### src/hw/rx_los_pkg.sv
// Shared constants for the receive loss-of-signal and output block
package rx_los_pkg;
  localparam int CH_NUM = 3;
  // Register byte offsets: channel n at n*CH_STRIDE
  localparam logic [7:0] CH_STRIDE = 8'h10;
  localparam logic [7:0] STATUS_OFS = 8'h00;
  localparam logic [7:0] CONTROL_OFS = 8'h04;
  localparam logic [7:0] CONFIG_OFS = 8'h08;
  localparam logic [4:0] CONTROL_RST = 5'h00;
  localparam logic [4:0] CONFIG_RST = 5'h00;
  // Status bits
  localparam int ST_LOCK_LOSS = 4;
  localparam int ST_COMBINED = 3;
  localparam int ST_ANALOG = 2;
  localparam int ST_DIGITAL = 1;
  localparam int ST_DRIVE_MON = 0;
  // Control bits
  localparam int CT_ANALOG_OFF = 2;
  localparam int CT_DIGITAL_OFF = 1;
  // Receive configuration bits
  localparam int CF_MUTE = 3;
  localparam int CF_CLK_INV = 1;
  // Detector counts in bit periods, WIN_GOOD_NUM in windows
  localparam logic [7:0] ZERO_RUN = 8'ha0;
  localparam logic [4:0] WIN_LAST = 5'h1f;
  localparam logic [5:0] WIN_ONES_MIN = 6'h0a;
  localparam logic [2:0] WIN_GOOD_NUM = 3'h4;
  // Synchronised input vector layout
  localparam int IN_PER_CH = 6;
  localparam int IN_W = CH_NUM * IN_PER_CH + 3;
  localparam int IX_CLK = 0;
  localparam int IX_POS = 1;
  localparam int IX_NEG = 2;
  localparam int IX_ALOS = 3;
  localparam int IX_LOL = 4;
  localparam int IX_DMO = 5;
  localparam int IX_HOST = CH_NUM * IN_PER_CH;
  localparam int IX_GMUTE = IX_HOST + 1;
  localparam int IX_GINV = IX_HOST + 2;
  localparam logic [1:0] RESP_OKAY = 2'h0;
  localparam logic [1:0] RESP_DECERR = 2'h3;
endpackage : rx_los_pkg

### src/hw/rx_los_mute_out.sv
// Receive digital loss-of-signal, muting and dual-rail output for three channels
`timescale 1ns/1ps
module rx_los_mute_out (
  input wire logic clk_sys,
  input wire logic rst,
  // Line side, asynchronous
  input wire logic [rx_los_pkg::CH_NUM-1:0] line_clk_in,
  input wire logic [rx_los_pkg::CH_NUM-1:0] line_pos_in,
  input wire logic [rx_los_pkg::CH_NUM-1:0] line_neg_in,
  input wire logic [rx_los_pkg::CH_NUM-1:0] analog_signal_loss,
  input wire logic [rx_los_pkg::CH_NUM-1:0] recovery_lock_loss,
  input wire logic [rx_los_pkg::CH_NUM-1:0] drive_monitor_flag,
  input wire logic host_mode,
  input wire logic global_mute_on_loss_pin,
  input wire logic global_clock_invert_pin,
  // Terminal side
  output logic [rx_los_pkg::CH_NUM-1:0] positive_rail_out,
  output logic [rx_los_pkg::CH_NUM-1:0] negative_rail_out,
  output logic [rx_los_pkg::CH_NUM-1:0] recovered_clock_out,
  output logic [rx_los_pkg::CH_NUM-1:0] combined_signal_loss,
  output logic [rx_los_pkg::CH_NUM-1:0] rail_valid,
  input wire logic [rx_los_pkg::CH_NUM-1:0] rail_ready,
  output logic [rx_los_pkg::CH_NUM-1:0] line_ready,
  // AXI4-Lite slave
  input wire logic [7:0] s_axi_awaddr,
  input wire logic s_axi_awvalid,
  output logic s_axi_awready,
  input wire logic [31:0] s_axi_wdata,
  input wire logic [3:0] s_axi_wstrb,
  input wire logic s_axi_wvalid,
  output logic s_axi_wready,
  output logic [1:0] s_axi_bresp,
  output logic s_axi_bvalid,
  input wire logic s_axi_bready,
  input wire logic [7:0] s_axi_araddr,
  input wire logic s_axi_arvalid,
  output logic s_axi_arready,
  output logic [31:0] s_axi_rdata,
  output logic [1:0] s_axi_rresp,
  output logic s_axi_rvalid,
  input wire logic s_axi_rready
);
  localparam int N = rx_los_pkg::CH_NUM;
  localparam int W = rx_los_pkg::IN_W;

  typedef struct packed {
    logic [W-1:0] s1, s2, s3, filt;
    logic [N-1:0] clk_prev;
    logic [N-1:0][7:0] zcnt;
    logic [N-1:0][4:0] wbit;
    logic [N-1:0][5:0] wones;
    logic [N-1:0][2:0] good;
    logic [N-1:0] dlos;
    logic [N-1:0][1:0][1:0] mem;
    logic [N-1:0][1:0] cnt;
    logic [N-1:0] pos_o, neg_o;
    logic [N-1:0][4:0] ctl, cfg;
    logic aw_held, w_held;
    logic [7:0] awaddr;
    logic [31:0] wdata;
    logic [3:0] wstrb;
    logic bvalid, rvalid;
    logic [1:0] bresp, rresp;
    logic [31:0] rdata;
  } state_t;

  state_t state_reg, state_next;
  logic [W-1:0] in_raw;
  logic [N-1:0] rise, one, mute, inv, a_loss;

  // Decode an address into channel and register slot
  function automatic logic [3:0] addr_dec(input logic [7:0] a);
    logic [3:0] r;
    r = 4'hf;
    if (a[7:4] < 4'(N) && a[1:0] == 2'h0 && a[3:0] <= rx_los_pkg::CONFIG_OFS[3:0])
      r = {a[5:4], a[3:2]};
    return r;
  endfunction : addr_dec

  // Pack asynchronous inputs for the synchroniser
  always_comb begin
    in_raw = '0;
    for (int c = 0; c < N; c++) begin
      in_raw[c*6+rx_los_pkg::IX_CLK] = line_clk_in[c];
      in_raw[c*6+rx_los_pkg::IX_POS] = line_pos_in[c];
      in_raw[c*6+rx_los_pkg::IX_NEG] = line_neg_in[c];
      in_raw[c*6+rx_los_pkg::IX_ALOS] = analog_signal_loss[c];
      in_raw[c*6+rx_los_pkg::IX_LOL] = recovery_lock_loss[c];
      in_raw[c*6+rx_los_pkg::IX_DMO] = drive_monitor_flag[c];
    end
    in_raw[rx_los_pkg::IX_HOST] = host_mode;
    in_raw[rx_los_pkg::IX_GMUTE] = global_mute_on_loss_pin;
    in_raw[rx_los_pkg::IX_GINV] = global_clock_invert_pin;
  end

  // Per-channel decode of filtered inputs and mode selects
  always_comb begin
    for (int c = 0; c < N; c++) begin
      rise[c] = state_reg.filt[c*6] & ~state_reg.clk_prev[c];
      one[c] = state_reg.filt[c*6+1] | state_reg.filt[c*6+2];
      a_loss[c] = state_reg.filt[c*6+3] & ~state_reg.ctl[c][rx_los_pkg::CT_ANALOG_OFF];
      mute[c] = state_reg.filt[rx_los_pkg::IX_HOST] ? state_reg.cfg[c][rx_los_pkg::CF_MUTE]
              : state_reg.filt[rx_los_pkg::IX_GMUTE];
      inv[c] = state_reg.filt[rx_los_pkg::IX_HOST] ? state_reg.cfg[c][rx_los_pkg::CF_CLK_INV]
             : state_reg.filt[rx_los_pkg::IX_GINV];
      combined_signal_loss[c] = a_loss[c] | state_reg.dlos[c];
      mute[c] = mute[c] & combined_signal_loss[c];
      rail_valid[c] = state_reg.cnt[c] != 2'h0;
      line_ready[c] = state_reg.cnt[c] != 2'h2;
      recovered_clock_out[c] = state_reg.clk_prev[c] ^ inv[c];
      positive_rail_out[c] = state_reg.pos_o[c];
      negative_rail_out[c] = state_reg.neg_o[c];
    end
    s_axi_awready = ~state_reg.aw_held;
    s_axi_wready = ~state_reg.w_held;
    s_axi_bvalid = state_reg.bvalid;
    s_axi_bresp = state_reg.bresp;
    s_axi_arready = ~state_reg.rvalid;
    s_axi_rvalid = state_reg.rvalid;
    s_axi_rresp = state_reg.rresp;
    s_axi_rdata = state_reg.rdata;
  end

  // Next-state logic
  always_comb begin
    logic [3:0] d;
    logic pop;
    logic [1:0] c_n;
    d = 4'h0;
    pop = 1'b0;
    c_n = 2'h0;
    state_next = state_reg;
    // Three-stage synchroniser, change accepted when stages two and three agree
    state_next.s1 = in_raw;
    state_next.s2 = state_reg.s1;
    state_next.s3 = state_reg.s2;
    state_next.filt = (state_reg.s2 & state_reg.s3) | (state_reg.filt & (state_reg.s2 ^ state_reg.s3));
    for (int c = 0; c < N; c++) begin
      state_next.clk_prev[c] = state_reg.filt[c*6];
      if (rise[c]) begin
        // Zero run towards declaration
        if (one[c])
          state_next.zcnt[c] = 8'h00;
        else if (state_reg.zcnt[c] != rx_los_pkg::ZERO_RUN)
          state_next.zcnt[c] = state_reg.zcnt[c] + 8'h01;
        if (!one[c] && state_reg.zcnt[c] == rx_los_pkg::ZERO_RUN - 8'h01)
          state_next.dlos[c] = 1'b1;
        // Density windows towards clearance
        state_next.wbit[c] = state_reg.wbit[c] + 5'h01;
        state_next.wones[c] = state_reg.wones[c] + {5'h00, one[c]};
        if (state_reg.wbit[c] == rx_los_pkg::WIN_LAST) begin
          state_next.wones[c] = 6'h00;
          if (state_reg.wones[c] + {5'h00, one[c]} >= rx_los_pkg::WIN_ONES_MIN) begin
            state_next.good[c] = state_reg.good[c] + 3'h1;
            if (state_reg.good[c] == rx_los_pkg::WIN_GOOD_NUM - 3'h1) begin
              state_next.dlos[c] = 1'b0;
              state_next.good[c] = 3'h0;
            end
          end else
            state_next.good[c] = 3'h0;
        end
        // Two-entry buffer: pop head to the rails, push the new bit pair
        pop = rail_ready[c] && state_reg.cnt[c] != 2'h0;
        if (pop) begin
          state_next.pos_o[c] = state_reg.mem[c][0][1] & ~mute[c];
          state_next.neg_o[c] = state_reg.mem[c][0][0] & ~mute[c];
          state_next.mem[c][0] = state_reg.mem[c][1];
        end
        c_n = state_reg.cnt[c] - {1'b0, pop};
        if (c_n != 2'h2) begin
          state_next.mem[c][c_n[0]] = {state_reg.filt[c*6+1], state_reg.filt[c*6+2]};
          c_n = c_n + 2'h1;
        end
        state_next.cnt[c] = c_n;
      end
      if (!state_reg.dlos[c] && !rise[c])
        state_next.good[c] = 3'h0;
      if (state_reg.ctl[c][rx_los_pkg::CT_DIGITAL_OFF])
        state_next.dlos[c] = 1'b0;
      if (mute[c]) begin
        state_next.pos_o[c] = 1'b0;
        state_next.neg_o[c] = 1'b0;
      end
    end
    // AXI4-Lite write path
    if (s_axi_awvalid && !state_reg.aw_held) begin
      state_next.aw_held = 1'b1;
      state_next.awaddr = s_axi_awaddr;
    end
    if (s_axi_wvalid && !state_reg.w_held) begin
      state_next.w_held = 1'b1;
      state_next.wdata = s_axi_wdata;
      state_next.wstrb = s_axi_wstrb;
    end
    if (state_reg.bvalid && s_axi_bready)
      state_next.bvalid = 1'b0;
    if (state_reg.aw_held && state_reg.w_held && !state_reg.bvalid) begin
      d = addr_dec(state_reg.awaddr);
      state_next.aw_held = 1'b0;
      state_next.w_held = 1'b0;
      state_next.bvalid = 1'b1;
      state_next.bresp = d == 4'hf ? rx_los_pkg::RESP_DECERR : rx_los_pkg::RESP_OKAY;
      if (d != 4'hf && state_reg.wstrb[0]) begin
        if (d[1:0] == rx_los_pkg::CONTROL_OFS[3:2])
          state_next.ctl[d[3:2]] = state_reg.wdata[4:0];
        if (d[1:0] == rx_los_pkg::CONFIG_OFS[3:2])
          state_next.cfg[d[3:2]] = state_reg.wdata[4:0];
      end
    end
    // AXI4-Lite read path
    if (state_reg.rvalid && s_axi_rready)
      state_next.rvalid = 1'b0;
    if (s_axi_arvalid && !state_reg.rvalid) begin
      d = addr_dec(s_axi_araddr);
      state_next.rvalid = 1'b1;
      state_next.rresp = d == 4'hf ? rx_los_pkg::RESP_DECERR : rx_los_pkg::RESP_OKAY;
      state_next.rdata = 32'h0;
      if (d != 4'hf) begin
        if (d[1:0] == rx_los_pkg::STATUS_OFS[3:2]) begin
          state_next.rdata[rx_los_pkg::ST_LOCK_LOSS] = state_reg.filt[d[3:2]*6+4];
          state_next.rdata[rx_los_pkg::ST_COMBINED] = combined_signal_loss[d[3:2]];
          state_next.rdata[rx_los_pkg::ST_ANALOG] = state_reg.filt[d[3:2]*6+3];
          state_next.rdata[rx_los_pkg::ST_DIGITAL] = state_reg.dlos[d[3:2]];
          state_next.rdata[rx_los_pkg::ST_DRIVE_MON] = state_reg.filt[d[3:2]*6+5];
        end
        if (d[1:0] == rx_los_pkg::CONTROL_OFS[3:2])
          state_next.rdata[4:0] = state_reg.ctl[d[3:2]];
        if (d[1:0] == rx_los_pkg::CONFIG_OFS[3:2])
          state_next.rdata[4:0] = state_reg.cfg[d[3:2]];
      end
    end
  end

  // State register
  always_ff @(posedge clk_sys or posedge rst) begin
    if (rst) begin
      state_reg <= '0;
      for (int c = 0; c < N; c++) begin
        state_reg.ctl[c] <= rx_los_pkg::CONTROL_RST;
        state_reg.cfg[c] <= rx_los_pkg::CONFIG_RST;
      end
    end else begin
      state_reg <= state_next;
    end
  end
endmodule : rx_los_mute_out

### config.mk
export PLATFORM = sky130hd
export DESIGN_NAME = rx_los_mute_out
export DESIGN_NICKNAME = d
export VERILOG_FILES = /design/src/hw/rx_los_pkg.sv /design/src/hw/rx_los_mute_out.sv
export SDC_FILE = /design/constraint.sdc
export NUM_CORES = 1
export LEC_CHECK = 0
export BUFFER_PORTS_ARGS = -buffer_cell sky130_fd_sc_hd__buf_2
export CAP_MARGIN = 20
export CORE_ASPECT_RATIO = 1.4
export CORE_UTILIZATION = 63
export DETAILED_ROUTE_END_ITERATION = 8
export GPL_TIMING_DRIVEN = 1
export PLACE_DENSITY = 0.84
export SLEW_MARGIN = 20
export SYNTH_ARGS = -nofsm -noshare
export SYNTH_HDL_FRONTEND = slang
export SYNTH_SLANG_ARGS = --single-unit
### constraint.sdc
create_clock -name clk_sys -period 18.45 [get_ports clk_sys]
set_input_delay 2.7675 -clock clk_sys [delete_from_list [all_inputs] [get_ports clk_sys]]
set_output_delay 2.7675 -clock clk_sys [all_outputs]
set_load 0.02 [all_outputs]
==> results by group <==
Global route
  • Largest net degree at the start of global routing: 94
  • First-pass GRT wire length: 35.4 mm
  • GRT Total Usage: 24.6%
  • Remaining global-route overflow: 0
  • Number of global-route vias before repair: 7516
  • Initial antenna violation count: 0

Pwr
  • Max VDD drop: 0.000102 V
  • Pleak: 5.79 nW
  • PwrDens: 123 nW/um^2

Worst setup path
  • Reg2reg start: state_reg[224]
  • CP required: 18890 ps
  • Nature of the critical path endpoint: flop
  • Worst reg2reg path endpoint: state_reg[149]
  • Kind of critical path: primary input to flop
  • CP max FO: 22
  • Critical path arrival: 6080 ps
  • R2r worst-path depth: 9
  • Reg-to-reg slack, setup: 15530 ps
  • Crit start category: primary input

STA
  • Setup_tns: 0 ps
  • Final Hold Vio Count: 0
  • Worst-margin pin slew: 1090 ps
  • Final critical-path required period: 5640 ps
  • RSZ-0062 raised after global routing: no
  • Layout Skew: 9.44 ps
  • Final setup vio count: 0
  • FMAX: 0.177 GHz
  • Max Slew Vio Count: 0
  • Slew Limit Headroom: 27.0%
  • Tcrit/Tclk final: 30.6%

Placement
  • Dpl hpwl: 14.7 mm
  • I/O Buffers: 84
  • Placed cell area: 11400 sq um
  • RePlAce Congestion: 0.906

Synthesis
  • Syn_area_per_cell: 11.1 sq um
  • Yosys reg bits: 235
  • Count of cell types in the netlist: 68
  • Sequential share of the synthesized area: 53.4%
  • Post-synth EDFFs: 0
  • Syn. warnings: 0
  • Cells after Synth: 994
  • Prevailing post-synth register cell: dfrtp_1
  • Asr flop ratio synth: 100%
  • Post-Syn Area: 11000 sq um

Routing
  • Post-route antenna net violation count: 0
  • Drt drc: 0
  • Drt via density: 5.90
  • Final WL: 21.6 mm
  • Wire per inst: 16.5 um
  • Initial DRC count: 548
  • Pre-antenna DRT Iters: 8
  • DR vias: 7695

Hold path
  • Hold WC Path Type: flop to flop
  • Min-delay src: state_next[263]
  • Worst Hold Endpoint: state_next[242]
  • Hold depth: 0

Cells and area
  • Fraction of layout cells with a size suffix above 1: 18.1%
  • Area growth syn-to-layout: 10.1%
  • Most common cell after layout, fill and taps aside: dfrtp_1
  • Total Nets Final: 1196
  • Antenna cells: 0
  • Most frequent cells in the layout: dfrtp_1 (235), nand2_1 (120), buf_2 (84), o21ai_0 (69), ha_1 (54)
  • Fill count: 1215
  • Max FFs per register: 175
  • Final Cell Area: 12100 sq um

Die
  • # IOs: 142
  • Initial Util: 65.2%
  • Die area: 18000 sq um
  • Die height: 158 um
  • Row count: 56
  • Core area: 16900 sq um
  • DIE WIDTH: 114 um

Clocking
  • Clock sinks: 235
  • Worst-skew pair later-pin latency: 500 ps
  • CTS tree: built
  • Postcts setup bufs: 0
  • Clk buf depth: 3
  • Num CTS Buffers: 23
  • H-tree levels: 1
  • CTS Root Cell: clkbuf_16
  • Hold_buf cts: 0
  • CTS resizes: 0
  • CTS clk-pin slew, worst paths: 70 ps

Status
  • Run status: finished, final reports clean

Flow run
  • Maxcap violations: 0
==> cells in the mapped netlist (17+ instances only) <==
| master | number | area (sq um) |
|---|---|---|
| buf_4 | 45 | 338 |
| o21ai_0 | 69 | 345 |
| ha_1 | 54 | 676 |
| a21o_1 | 28 | 210 |
| a21oi_1 | 28 | 140 |
| mux2_2 | 53 | 597 |
| nor2_1 | 40 | 150 |
| inv_1 | 39 | 146 |
| clkbuf_1 | 21 | 78.8 |
| nand3_1 | 29 | 145 |
| nor2b_1 | 17 | 106 |
| nand2_1 | 120 | 450 |
| dfrtp_1 | 235 | 5880 |
==> layout make-up <==
class / instances / area [sq um] / share of cell area (%)
Clock buffer: 31 / 646 / 5.33
Clock inverter: 8 / 75.1 / 0.620
Inverter: 39 / 154 / 1.27
Multi-Input combinational cell: 673 / 4620 / 38.2
Sequential cell: 235 / 5880 / 48.6
Tap cell: 232 / 290 / 2.40
Timing Repair Buffer: 87 / 443 / 3.66
==> logic make-up after synthesis <==
| family | count (synthesis) | share of synthesized area, % |
|---|---|---|
| fa+ha+maj | 54 | 6.14 |
| other cells | 1 | 0.0341 |
| buf+inv | 112 | 5.44 |
| flops | 235 | 53.4 |
| mux | 67 | 6.93 |
| simple gates | 294 | 13.8 |
| xor+xnor | 25 | 1.99 |
| compound gates | 206 | 12.2 |
==> power by group <==
part | internal [mW] | leakage, nW | switching (mW)
clock | 0.259 | 0.355 | 0.188
sequential | 0.613 | 2.96 | 0.0939
combinational | 0.146 | 2.47 | 0.194
total | 1.02 | 5.79 | 0.475
==> worst max path at each step <==
| stage | from | end | slack, ps |
|---|---|---|---|
| 6_report | s_axi_araddr[7] | s_axi_rdata[0] | 12810 |
| 5_1_grt | s_axi_araddr[7] | s_axi_rdata[0] | 12690 |
| 4_1_cts | s_axi_araddr[7] | s_axi_rdata[4] | 12970 |
| 3_5_place_dp | s_axi_araddr[7] | s_axi_rdata[4] | 12500 |
| 3_3_place_gp | s_axi_araddr[7] | s_axi_rdata[4] | 12460 |
| 2_1_floorplan | rst | negative_rail_out[0] | 9240 |
==> worst max-delay path, cell delays in order <==
cell       delay (ps)
buf_2             110
nor4_4            930
nand2_1           500
ha_1              770
a211oi_1          110
a2111oi_0         530
o2111ai_1         210
nand3_1           130
==> routing by layer <==
metal | vias to the layer above | wire length [um] | global-route usage, %
met5 | - | 0 | 0
met4 | 0 | 884 | 11.7
met3 | 80 | 1180 | 3.16
met2 | 297 | 10900 | 43.6
met1 | 3748 | 8660 | 29.8
li1 | 3570 | - | -
==> through the flow <==
step	hold slack (ps)	worst slack, ps	util [%]	total power [mW]	cells
finish	345	12810	71.7	1.49	1305
global route	351	12690	71.7	1.58	1305
CTS	348	12970	71.7	1.50	1305
detailed placement	335	12500	67.4	1.05	1266
global placement	332	12460	67.4	1.03	1266
floorplan	331	9240	-	0.967	1020
(Power assumes the default switching activity.)
